`config.mk`:
```
export PLATFORM = sky130hd
export DESIGN_NAME = coprocessor_handshake_port
export DESIGN_NICKNAME = d
export VERILOG_FILES = /design/src/hdl/coproc_port_pkg.sv /design/src/hdl/xfer_if.sv /design/src/hdl/coprocessor_handshake_port.sv /design/src/hdl/xfer_unit.sv
export SDC_FILE = /design/constraint.sdc
export NUM_CORES = 1
export LEC_CHECK = 0
export ABC_CLOCK_PERIOD_IN_PS = 2200
export CAP_MARGIN = 5
export CORE_ASPECT_RATIO = 0.9
export CORE_MARGIN = 1.5
export CORE_UTILIZATION = 55
export CTS_CLUSTER_DIAMETER = 50
export DETAILED_ROUTE_END_ITERATION = 16
export DONT_BUFFER_PORTS = 1
export PLACE_DENSITY = 0.72
export SLEW_MARGIN = 20
export SYNTH_ARGS = -nofsm -noshare
export SYNTH_HDL_FRONTEND = slang
export SYNTH_SLANG_ARGS = --single-unit
export TNS_END_PERCENT = 50
```
`constraint.sdc`:
```
create_clock -name clk -period 2.2 [get_ports clk]
set_clock_uncertainty 0.15 [all_clocks]
set_input_delay 0.11 -clock clk [delete_from_list [all_inputs] [get_ports clk]]
set_output_delay 0.11 -clock clk [all_outputs]
set_load 0.1 [all_outputs]
```
`src/hdl/coproc_port_pkg.sv`:
```
// constants and types for the core-side coprocessor handshake port
// assumes one clock, synchronous active-low reset, no software registers
//
// Contract
// [RULE1] fetch low: bus word enters decode
// [RULE2] next fetch low issues; pass raises go-ahead
// [RULE3] execute handshake sampled; LAST commits transfer
// [RULE4] single move out: source on write bus
// [RULE5] single move in: sample memory, write next
// [RULE6] double out: first in exec2, second in memory
// [RULE7] double in: sample exec2 and memory ends
// [RULE8] interlock stalls decode; coprocessor holds instruction
// [RULE9] data op: LAST now, or WAIT then LAST
// [RULE10] late cancel after first execute cycle
// [RULE11] only decode handshake at issue counts
// [RULE12] busy-wait: WAIT decode, then WAIT execute
// [RULE13] go-ahead low in busy-wait means abandon
// [RULE14] system-control move: data on both address buses
// [RULE15] suggested registered read-path select terms
// [RULE16] broadcast controls; AND bit1, OR bit0
// [RULE17] multiplex several coprocessors onto read path
// [RULE18] no coprocessor: tie handshakes to ABSENT
// [RULE19] unaccepted coprocessor instruction takes undefined trap
// [RULE20] handshake codes WAIT 00 GO 01 ABSENT 10 LAST 11
// [RULE21] follower advances only on enabled fetch edge
// [RULE22] no coprocessor state change before go-ahead
// [RULE23] non-claiming coprocessors drive ABSENT
package coproc_port_pkg;

   localparam int DATA_W = 32;
   localparam logic [DATA_W-1:0] ZERO_WORD = 32'h0000_0000;

   // handshake encoding, same on both buses
   typedef enum logic [1:0] {
      HS_WAIT = 2'h0,
      HS_GO = 2'h1,
      HS_ABSENT = 2'h2,
      HS_LAST = 2'h3
   } hs_t; // RULE20

   typedef enum logic [2:0] {
      K_OUT1 = 3'h0,
      K_IN1 = 3'h1,
      K_OUT2 = 3'h2,
      K_IN2 = 3'h3,
      K_DATAOP = 3'h4,
      K_SYSOUT = 3'h5
   } kind_t;

   // core sequencer: gray along idle-decode-execute-busy
   typedef enum logic [1:0] {
      S_IDLE = 2'h0,
      S_DEC = 2'h1,
      S_EXE = 2'h3,
      S_BUSY = 2'h2
   } mst_t;

   // transfer stages after commit
   typedef enum logic [1:0] {
      X_IDLE = 2'h0,
      X_EXE2 = 2'h1,
      X_MEM = 2'h3,
      X_WB = 2'h2
   } xst_t;

   // register data flows from core to coprocessor
   function automatic logic toCoproc(input kind_t k);
      return (k == K_OUT1) || (k == K_OUT2) || (k == K_SYSOUT);
   endfunction : toCoproc

   function automatic logic fromCoproc(input kind_t k);
      return (k == K_IN1) || (k == K_IN2);
   endfunction : fromCoproc

   function automatic logic isDouble(input kind_t k);
      return (k == K_OUT2) || (k == K_IN2);
   endfunction : isDouble

   // kinds that use the write/read data stages
   function automatic logic isTransfer(input kind_t k);
      return (k == K_OUT1) || (k == K_IN1) || isDouble(k);
   endfunction : isTransfer

endpackage : coproc_port_pkg

```
`src/hdl/xfer_if.sv`:
```
// handshake between the core sequencer and the transfer stage unit
// assumes both ends run on the same clock
interface xfer_if;
   import coproc_port_pkg::*;
   logic start;
   kind_t kind;
   logic [DATA_W-1:0] src0;
   logic [DATA_W-1:0] src1;
   logic cancel;
   logic busy;

   modport seq (output start, output kind, output src0, output src1, output cancel, input busy);
   modport unit (input start, input kind, input src0, input src1, input cancel, output busy);
endinterface : xfer_if

```
`src/hdl/coprocessor_handshake_port.sv`:
```
// core-side coprocessor port: issue, handshake sampling, busy-wait, cancel
// assumes the core pipeline drives the issue inputs and accepts results
// as single-cycle pulses; coprocessors sit on the handshake pins
module coprocessor_handshake_port
   import coproc_port_pkg::*;
(
   input wire logic clk,
   input wire logic rstn,
   input wire logic issueValid,
   output logic issueReady,
   input wire logic [DATA_W-1:0] issueInstr,
   input wire kind_t issueKind,
   input wire logic condPass,
   input wire logic srcReady,
   input wire logic [DATA_W-1:0] srcData0,
   input wire logic [DATA_W-1:0] srcData1,
   input wire logic priorAbort,
   input wire logic irqPending,
   input wire logic privileged,
   output logic instrDone,
   output logic undefTrap,
   output logic destWrite,
   output logic destDouble,
   output logic [DATA_W-1:0] dest0,
   output logic [DATA_W-1:0] dest1,
   output logic fetchRequestN,
   output logic [DATA_W-1:0] fetchedInstructionBus,
   input wire logic [1:0] decodeHandshake,
   input wire logic [1:0] executeHandshake,
   output logic goAhead,
   output logic lateCancelOut,
   output logic privilegeIndicatorN,
   output logic [DATA_W-1:0] writeData,
   input wire logic [DATA_W-1:0] readData,
   output logic [DATA_W-1:0] instructionAddressBus,
   output logic [DATA_W-1:0] dataAddressBus
);

   typedef struct packed {
      mst_t st;
      kind_t kind;
      logic [DATA_W-1:0] fetched_instruction_bus;
      logic [DATA_W-1:0] s0;
      logic [DATA_W-1:0] s1;
      logic [DATA_W-1:0] addr;
      logic late;
      logic trap;
      logic done;
      logic privN;
   } mstate_t;

   localparam mstate_t M_RESET = '{S_IDLE, K_DATAOP, ZERO_WORD, ZERO_WORD,
      ZERO_WORD, ZERO_WORD, 1'b0, 1'b0, 1'b0, 1'b1};

   mstate_t m_reg;
   mstate_t m_next;
   xfer_if xf ();

   logic takeIssue;
   logic decAdvance;
   logic inExec;
   logic abandon;
   logic commit;
   hs_t hs;

   // a move out needs its register; other kinds never interlock
   assign decAdvance = srcReady || !toCoproc(m_reg.kind); // RULE8
   assign takeIssue = (m_reg.st == S_IDLE) && issueValid && !xf.busy;
   assign issueReady = (m_reg.st == S_IDLE) && !xf.busy;
   assign inExec = (m_reg.st == S_EXE) || (m_reg.st == S_BUSY);

   // fetch strobe low on entry to decode and again on issue
   assign fetchRequestN = !(takeIssue || ((m_reg.st == S_DEC) && decAdvance)); // RULE1 RULE8

   // decode bus counts only in the first execute cycle
   assign hs = (m_reg.st == S_EXE) ? hs_t'(decodeHandshake) : hs_t'(executeHandshake); // RULE11 RULE3

   // an interrupt or late cancel ends a busy-wait
   assign abandon = (m_reg.st == S_BUSY) && (irqPending || m_reg.late);

   // go-ahead: condition passed and still wanted
   assign goAhead = ((m_reg.st == S_EXE) && condPass) || ((m_reg.st == S_BUSY) && !abandon); // RULE2

   // LAST with go-ahead commits the instruction
   assign commit = inExec && goAhead && (hs == HS_LAST); // RULE3

   assign xf.start = commit && isTransfer(m_reg.kind);
   assign xf.kind = m_reg.kind;
   assign xf.src0 = m_reg.s0;
   assign xf.src1 = m_reg.s1;
   assign xf.cancel = m_reg.late; // RULE10

   // sequencer next state
   always_comb begin
      m_next = m_reg;
      m_next.late = 1'b0;
      m_next.trap = 1'b0;
      m_next.done = 1'b0;
      m_next.privN = !privileged;
      case (m_reg.st)
         S_IDLE: begin
            if (takeIssue) begin
               m_next.kind = issueKind;
               m_next.fetched_instruction_bus = issueInstr; // RULE1
               m_next.st = S_DEC;
            end
         end
         S_DEC: begin
            // data not ready: hold decode, strobe stays high
            if (decAdvance) begin
               m_next.s0 = srcData0;
               m_next.s1 = srcData1;
               m_next.addr = (m_reg.kind == K_SYSOUT) ? srcData0 : ZERO_WORD; // RULE14
               m_next.st = S_EXE;
            end
         end
         S_EXE, S_BUSY: begin
            if (m_reg.st == S_EXE) begin
               m_next.late = priorAbort; // RULE10
            end
            if (!goAhead) begin
               // failed condition or abandoned: handshake ignored
               m_next.st = S_IDLE; // RULE2
               m_next.done = 1'b1;
            end else begin
               case (hs)
                  HS_ABSENT: begin
                     m_next.trap = 1'b1; // RULE19
                     m_next.done = 1'b1;
                     m_next.st = S_IDLE;
                  end
                  HS_LAST: begin
                     m_next.done = 1'b1;
                     m_next.st = S_IDLE;
                  end
                  default: m_next.st = S_BUSY; // WAIT or GO
               endcase
            end
            if (m_next.st == S_IDLE) begin
               m_next.addr = ZERO_WORD;
            end
         end
         default: m_next = M_RESET;
      endcase
   end

   always_ff @(posedge clk) begin
      if (!rstn) begin
         m_reg <= M_RESET;
      end else begin
         m_reg <= m_next;
      end
   end

   // data and status outputs straight from flops
   assign fetchedInstructionBus = m_reg.fetched_instruction_bus;
   assign instructionAddressBus = m_reg.addr; // RULE14
   assign dataAddressBus = m_reg.addr; // RULE14
   assign lateCancelOut = m_reg.late;
   assign undefTrap = m_reg.trap;
   assign instrDone = m_reg.done;
   assign privilegeIndicatorN = m_reg.privN;

   // post-commit data stages live in their own unit
   xfer_unit u_xfer (
      .clk(clk),
      .rstn(rstn),
      .xf(xf),
      .readData(readData),
      .writeData(writeData),
      .destWrite(destWrite),
      .destDouble(destDouble),
      .dest0(dest0),
      .dest1(dest1)
   );
endmodule : coprocessor_handshake_port

```
`src/hdl/xfer_unit.sv`:
```
// data stages of committed register moves: write bus, read sampling, writeback
// assumes start only while idle, one cycle after the committing edge a double is in stage 2, a single in memory
module xfer_unit
   import coproc_port_pkg::*;
(
   input wire logic clk,
   input wire logic rstn,
   xfer_if.unit xf,
   input wire logic [DATA_W-1:0] readData,
   output logic [DATA_W-1:0] writeData,
   output logic destWrite,
   output logic destDouble,
   output logic [DATA_W-1:0] dest0,
   output logic [DATA_W-1:0] dest1
);

   typedef struct packed {
      xst_t st;
      kind_t kind;
      logic [DATA_W-1:0] s1;
      logic [DATA_W-1:0] wd;
      logic [DATA_W-1:0] d0;
      logic [DATA_W-1:0] d1;
      logic cxl;
   } xstate_t;

   localparam xstate_t X_RESET = '{X_IDLE, K_DATAOP, ZERO_WORD, ZERO_WORD, ZERO_WORD, ZERO_WORD, 1'b0};

   xstate_t x_reg;
   xstate_t x_next;

   // stage sequencing; late cancel only suppresses writeback
   always_comb begin
      x_next = x_reg;
      case (x_reg.st)
         X_IDLE: begin
            if (xf.start) begin
               x_next.kind = xf.kind;
               x_next.s1 = xf.src1;
               x_next.cxl = 1'b0;
               if (toCoproc(xf.kind)) begin
                  x_next.wd = xf.src0; // RULE4
               end
               x_next.st = isDouble(xf.kind) ? X_EXE2 : X_MEM;
            end
         end
         X_EXE2: begin
            if (x_reg.kind == K_IN2) begin
               x_next.d0 = readData; // RULE7
            end
            if (x_reg.kind == K_OUT2) begin
               x_next.wd = x_reg.s1; // RULE6
            end
            x_next.cxl = x_reg.cxl | xf.cancel;
            x_next.st = X_MEM;
         end
         X_MEM: begin
            if (x_reg.kind == K_IN2) begin
               x_next.d1 = readData; // RULE7
            end else if (x_reg.kind == K_IN1) begin
               x_next.d0 = readData; // RULE5
            end
            x_next.cxl = x_reg.cxl | xf.cancel;
            x_next.st = X_WB;
         end
         X_WB: x_next.st = X_IDLE;
         default: x_next = X_RESET;
      endcase
   end

   always_ff @(posedge clk) begin
      if (!rstn) begin
         x_reg <= X_RESET;
      end else begin
         x_reg <= x_next;
      end
   end

   // writeback in the cycle after the last sample
   assign destWrite = (x_reg.st == X_WB) && !x_reg.cxl && fromCoproc(x_reg.kind); // RULE5 RULE7
   assign destDouble = (x_reg.st == X_WB) && (x_reg.kind == K_IN2);
   assign dest0 = x_reg.d0;
   assign dest1 = x_reg.d1;
   assign writeData = x_reg.wd;
   assign xf.busy = (x_reg.st != X_IDLE);
endmodule : xfer_unit

```
==> results by group, run 1 <==
Run status
  • Status: finished, violations left
  • Violated checks: setup timing

Synthesis
  • Main flop type after synthesis: dfxtp_1
  • Synth Cell Area: 12000 um^2
  • Share of flip-flops with an asynchronous set or reset: 0
  • Post-Synthesis Mean Instance Area: 8.56 um^2
  • Synth Instances: 1401
  • Register area share after synthesis: 0.453
  • Number of synthesized flops with an enable pin: 0
  • Synthesized flop and latch total: 271
  • Synth unique cells: 44
  • Syn Nets: 1544
  • Synth warn: 0

Clock tree
  • Clk slew on worst S/H paths: 60 ps
  • Total CTS buffers: 30
  • Clock Sinks: 271
  • Skew-Pair Late Insertion Delay: 540 ps
  • CTS max path bufs: 3
  • Root Driver: clkbuf_16
  • CTS tree: yes
  • H-tree depth: 1

Worst hold path
  • Hold Crit Class: in2reg

Routing
  • Vias: 10272
  • DR pass1 iterations: 5
  • Drc violations: 0
  • DR iter-0 viols: 911
  • Final wirelength: 33800 um
  • DRT antenna net count: 0
  • Drt via density: 5.73
  • Per-cell routed wire length: 18.9 um

STA
  • Final setup viols: 1
  • Worst Tran Pin Value: 1020 ps
  • Worst setup margin: -27.1 ps
  • Max Slew Vio Count: 0
  • Unrepaired setup endpoints after global routing: true
  • Final min period: 2230 ps
  • Max-slew headroom at the worst pin: 0.319
  • Hold Violations, Final: 0
  • Tcrit/Tclk final: 1.01
  • Peak Freq: 449 MHz

Die
  • Boundary pin count: 344
  • Die footprint: 22700 um^2
  • Die H: 143 um
  • Die W: 159 um
  • Core box area: 21500 um^2
  • Site row count: 51
  • Starting Density: 0.557

Layout
  • Multi-input gate area: 4670 um^2
  • FF+latch area: 5470 um^2
  • Max reg flops: 38
  • Design area: 15000 um^2
  • Fraction of layout cells with a size suffix above 1: 0.243
  • FILL cells: 1554
  • Layout Area Growth over Synthesis: 25.4%
  • Final nets: 1618

Global route
  • Global-route wire length before repair: 51600 um
  • Largest net degree at the start of global routing: 146
  • Initial antenna violation count: 1
  • GRT Total Usage: 0.283
  • Grt total ovfl: 0
  • Vias in the first global route: 9623

Place
  • Final HPWL DP: 20800 um
  • Routability cong.: 0.823
  • Dpl cell area: 12400 um^2
  • IO buf count: 0
  • Place WS: -2.36 ps

Worst setup path
  • Critical Path End Type: output port
  • CP startpoint kind: flop
  • Crit Path Max Fanout: 8
  • Worst reg2reg setup slack: 100 ps
  • Crit path kind: reg2out
  • CP arrival: 1970 ps
  • Critical Path RT: 1940 ps

Job
  • Max Cap Violations: 0

Power
  • PwrDens: 789 nW/um^2
  • Leak: 5.51 nW
  • Worst IR drop on VDD: 0.000606 V
-- cells in the final DEF (no fill, tap or decap), types with 4 or more instances in the layout --
cell type,count
a21oi_1,197
a221oi_2,30
a22o_1,32
a41oi_1,32
and2_1,32
buf_12,32
buf_4,180
clkbuf_1,5
clkbuf_16,31
clkbuf_8,8
clkinv_2,5
clkinv_4,4
dfxtp_1,235
dfxtp_2,35
dlygate4sd3_1,142
nand2_1,200
nand3_1,67
nand4_1,34
nor2_1,36
o21ai_0,98
-- path summary, 6_finish.rpt --
kind | start | endpoint | depth (start not counted)
setup / recovery | u_xfer.x_reg[133] | fetchRequestN | 6
hold / removal | rstn | privilegeIndicatorN | 2
setup reg to reg | m_reg[135] | u_xfer.writeData[13] | 5
hold reg to reg | u_xfer.dest0[30] | u_xfer.dest0[30] | 2
-- power by group --
part	switching, mW	total, mW	internal (mW)
Clock	2.03	5.01	2.98
Combinational	1.12	1.67	0.544
Sequential	0.126	5.19	5.06
-- cell usage after synthesis (2+ instances only) --
cell      count  share of area
and3_1        3         0.0016
nand2b_1      2         0.0010
nor2b_1       2         0.0010
dfxtp_1     271           0.45
a221oi_1      2         0.0015
buf_4       197           0.12
nand2_1     202          0.063
nor2_1       38          0.012
or2_2         2         0.0010
o21bai_1      2         0.0013
nand4_1      34          0.018
nor3_1        5         0.0021
nand3_1      67          0.028
a21oi_1     201          0.084
o21ba_2       3         0.0025
and2_1       33          0.017
buf_2        22         0.0092
nand4b_1      2         0.0015
o21ai_0      99          0.041
clkbuf_1     88          0.028
a22o_1       32          0.023
a21o_1        2         0.0013
a41oi_1      32          0.023
mux2i_1       2         0.0017
a221oi_2     30          0.038
nor3b_1       2         0.0013
buf_6         9         0.0085
-- repair_timing --
item,4_1_cts,5_1_grt
hold buffers,144,0
setup buffers,1,7
setup endpoints to repair,12,36
gates resized for setup,6,8
pin swaps,2,4
endpoints found under the hold margin,233,0
gates cloned,1,0
-- stage by stage --
| step | total power [mW] | util | TNS, ps | hold slack (ps) | std cells |
|---|---|---|---|---|---|
| 2_1_floorplan | 6.41 | - | -11840 | 21.9 | 1401 |
| 3_3_place_gp | 6.62 | 0.579 | 0 | 23.0 | 1582 |
| 3_5_place_dp | 6.64 | 0.579 | -2.36 | 34.5 | 1582 |
| 4_1_cts | 11.9 | 0.696 | -316 | 3.93 | 1784 |
| 5_1_grt | 12.3 | 0.699 | -224 | 22.8 | 1790 |
| 6_report | 11.9 | 0.699 | -27.1 | 40.1 | 1792 |
-- cell type report --
type                            count  share of cell area
Clock inverter                     12             0.00724
Tap cell                          291              0.0242
Multi-Input combinational cell    812               0.311
Inverter                            1            0.000583
Antenna cell                        2            0.000333
Timing Repair Buffer              359               0.233
Clock buffer                       44              0.0602
Sequential cell                   271               0.364
-- cell families after synthesis --
| group | share of synthesized area |
|---|---|
| compound gates | 0.221 |
| xor+xnor | 0.000731 |
| buf+inv | 0.169 |
| flops | 0.453 |
| mux | 0.00167 |
| simple gates | 0.155 |
-- routing by layer --
layer	share of wire	vias up	wire length, um	track usage
li1	-	4835	-	-
met1	0.41	4852	13900	0.373
met2	0.47	487	15900	0.448
met3	0.083	98	2810	0.0695
met4	0.035	0	1170	0.102
met5	0	-	0	0
-- worst max-delay path, cell delays in order (launching register included) --
cell and delay (ps):
dfxtp_4 370, buf_6 130, nor4_4 350, and2_4 240, buf_12 120, a21oi_4 40, buf_12 170
Power figures use the tool's default switching activity.
==> run 2, diff against run 1 <==
--- a/config.mk
+++ b/config.mk
@@ -8,12 +8,12 @@
 export ABC_CLOCK_PERIOD_IN_PS = 2200
 export CAP_MARGIN = 5
 export CORE_ASPECT_RATIO = 0.9
-export CORE_MARGIN = 1.5
 export CORE_UTILIZATION = 55
 export CTS_CLUSTER_DIAMETER = 50
 export DETAILED_ROUTE_END_ITERATION = 16
 export DONT_BUFFER_PORTS = 1
 export PLACE_DENSITY = 0.72
+export SETUP_SLACK_MARGIN = 0.5
 export SLEW_MARGIN = 20
 export SYNTH_ARGS = -nofsm -noshare
 export SYNTH_HDL_FRONTEND = slang
==> run 2 against run 1 <==
The flow still finishes with violations (setup timing). Core utilization up 17 points. Combinational power up 59%. Final cell count up 6.6%. Via count up 26%. Wire length up 61%. Global-route usage up 8.3 points. Sequential share of layout area down 6.4 points. Total power up 14%. Design area up 22%. Maximum frequency down 2.6%. Clock power up 13%. Largest power group is now the clock network.
==> results by group, run 2 (same netlist as run 1, synthesis figures left out) <==
Run status
  • Status: finished, violations left
  • Violated checks: setup timing

Power
  • Internal: 9.52 mW
  • Leak: 6.71 nW
  • Psw: 4.00 mW
  • Clock share of power: 0.418
  • Switching share of power: 0.296
  • Combinational Power Share: 0.196
  • Sequential share of power: 0.385
  • Worst IR drop on VDD: 0.000552 V
  • PwrDens: 738 nW/um^2

Worst setup path
  • Critical path, cell by cell: nor4b_4, buf_4, o21ba_4, buf_12, buf_12, buf_16, nand4_1, a21oi_2
  • Critical Path End Type: flop
  • Max stage delay on crit path: 390 ps
  • Crit Path Max Fanout: 7
  • CP max-delay cell: dfxtp_4
  • Most frequent CP cell: buf_12
  • Delay-heaviest family, CP: simple AND/OR/NAND/NOR gates
  • Critical Path RT: 2540 ps
  • Crit path kind: reg2reg
  • CP startpoint kind: flop
  • CP arrival: 2630 ps
  • CP Buf/Inv Count: 4

Layout
  • Most frequent cells in the layout: dfxtp_1 (229), nand2_1 (199), buf_4 (199)
  • Layout Area Growth over Synthesis: 53.0%
  • Design area: 18300 um^2
  • Final nets: 1742
  • Finished Core Util: 0.870
  • Final Non-Filler Cells: 1910
  • Commonest non-fill, non-tap cell in the layout: dfxtp_1
  • Fraction of layout cells with a size suffix above 1: 0.389
  • Max reg flops: 38

Die
  • Core box area: 21100 um^2
  • Die H: 142 um
  • Starting Density: 0.569
  • Die W: 158 um
  • Die footprint: 22400 um^2
  • Boundary pin count: 344
  • Site row count: 50

Place
  • Placed Cells incl. Taps: 1582
  • Routability cong.: 0.808
  • Dpl cell area: 12500 um^2
  • IO buf count: 0
  • Final HPWL DP: 21100 um

Routing
  • DR iter-0 viols: 1988
  • DRT antenna net count: 0
  • Vias: 12901
  • DR pass1 iterations: 8
  • Drt via density: 6.75
  • Per-cell routed wire length: 28.5 um
  • Drc violations: 0
  • Final wirelength: 54500 um

STA
  • Final min period: 2290 ps
  • Worst setup margin: -87.2 ps
  • Final setup viols: 4
  • Fin Setup TNS: -264 ps
  • Max-slew headroom at the worst pin: 0.598
  • Unrepaired setup endpoints after global routing: true
  • Hold Violations, Final: 0
  • Peak Freq: 437 MHz
  • Worst Tran Pin Value: 604 ps
  • Max Slew Vio Count: 0
  • Tcrit/Tclk final: 1.04

Worst hold path
  • Hold Crit Class: in2reg

Clock tree
  • CTS max path bufs: 3
  • CTS tree: yes
  • Root Driver: clkbuf_16
  • Clk slew on worst S/H paths: 70 ps
  • Clock Sinks: 271
  • Total CTS buffers: 30
  • H-tree depth: 1
  • Skew-Pair Late Insertion Delay: 570 ps

Global route
  • Grt total ovfl: 0
  • Vias in the first global route: 11494
  • GRT Total Usage: 0.366
  • Largest net degree at the start of global routing: 119
  • Global-route wire length before repair: 63400 um
  • Initial antenna violation count: 4

Job
  • Max Cap Violations: 0
## run 2: power groups by stage
stage,Combinational (mW),Clock [mW],Sequential [mW]
floorplan,1.17,0,5.24
global placement,1.37,0,5.28
detailed placement,1.38,0,5.29
CTS,1.98,5.56,5.18
global route,2.70,5.84,5.22
finish,2.65,5.66,5.21
## run 2: what timing repair did
action	4_1_cts	5_1_grt
buffers inserted	50	33
pin swaps	125	82
endpoints found under the hold margin	240	1
gates cloned	26	20
gates resized for setup	134	233
endpoints found under the setup margin	252	288
hold buffers	141	1
## run 2: final timing paths
path	start	to	slack (ps)	cells after the start
setup reg to reg	m_reg[135]	u_xfer.x_reg[123]	-90	8
setup / recovery	m_reg[135]	u_xfer.x_reg[123]	-90	8
hold / removal	condPass	instrDone	60	3
hold reg to reg	fetchedInstructionBus[2]	fetchedInstructionBus[2]	300	2
## run 2: stage by stage
stage	hold slack [ps]	total power [mW]	worst slack, ps
floorplan	21.9	6.41	-290
global placement	23.9	6.65	227
detailed placement	25.0	6.67	133
CTS	13.8	12.7	172
global route	44.8	13.8	-73.0
finish	55.0	13.5	-87.2
## run 2: worst reg2reg max path, delay by kind of cell, from the launching register on
kind / cells / cell delay [ps]
flops: 1 / 390
compound gates: 2 / 490
buf+inv: 4 / 570
simple gates: 2 / 630
## run 2: layout make-up
type	instances	area, um^2
repair buffers	482	5640
inverters	1	30.0
flip-flops and latches	271	5500
multi-input cells	813	5690
fillers	886	2750
diodes	1	2.50
well taps	286	358
clock inverters	14	223
clock buffers	42	887
## run 2: routing by layer
layer	global-route usage	wire length, um
met1	0.434	18200
met2	0.592	23800
met3	0.0999	7670
met4	0.219	4780
met5	0	24
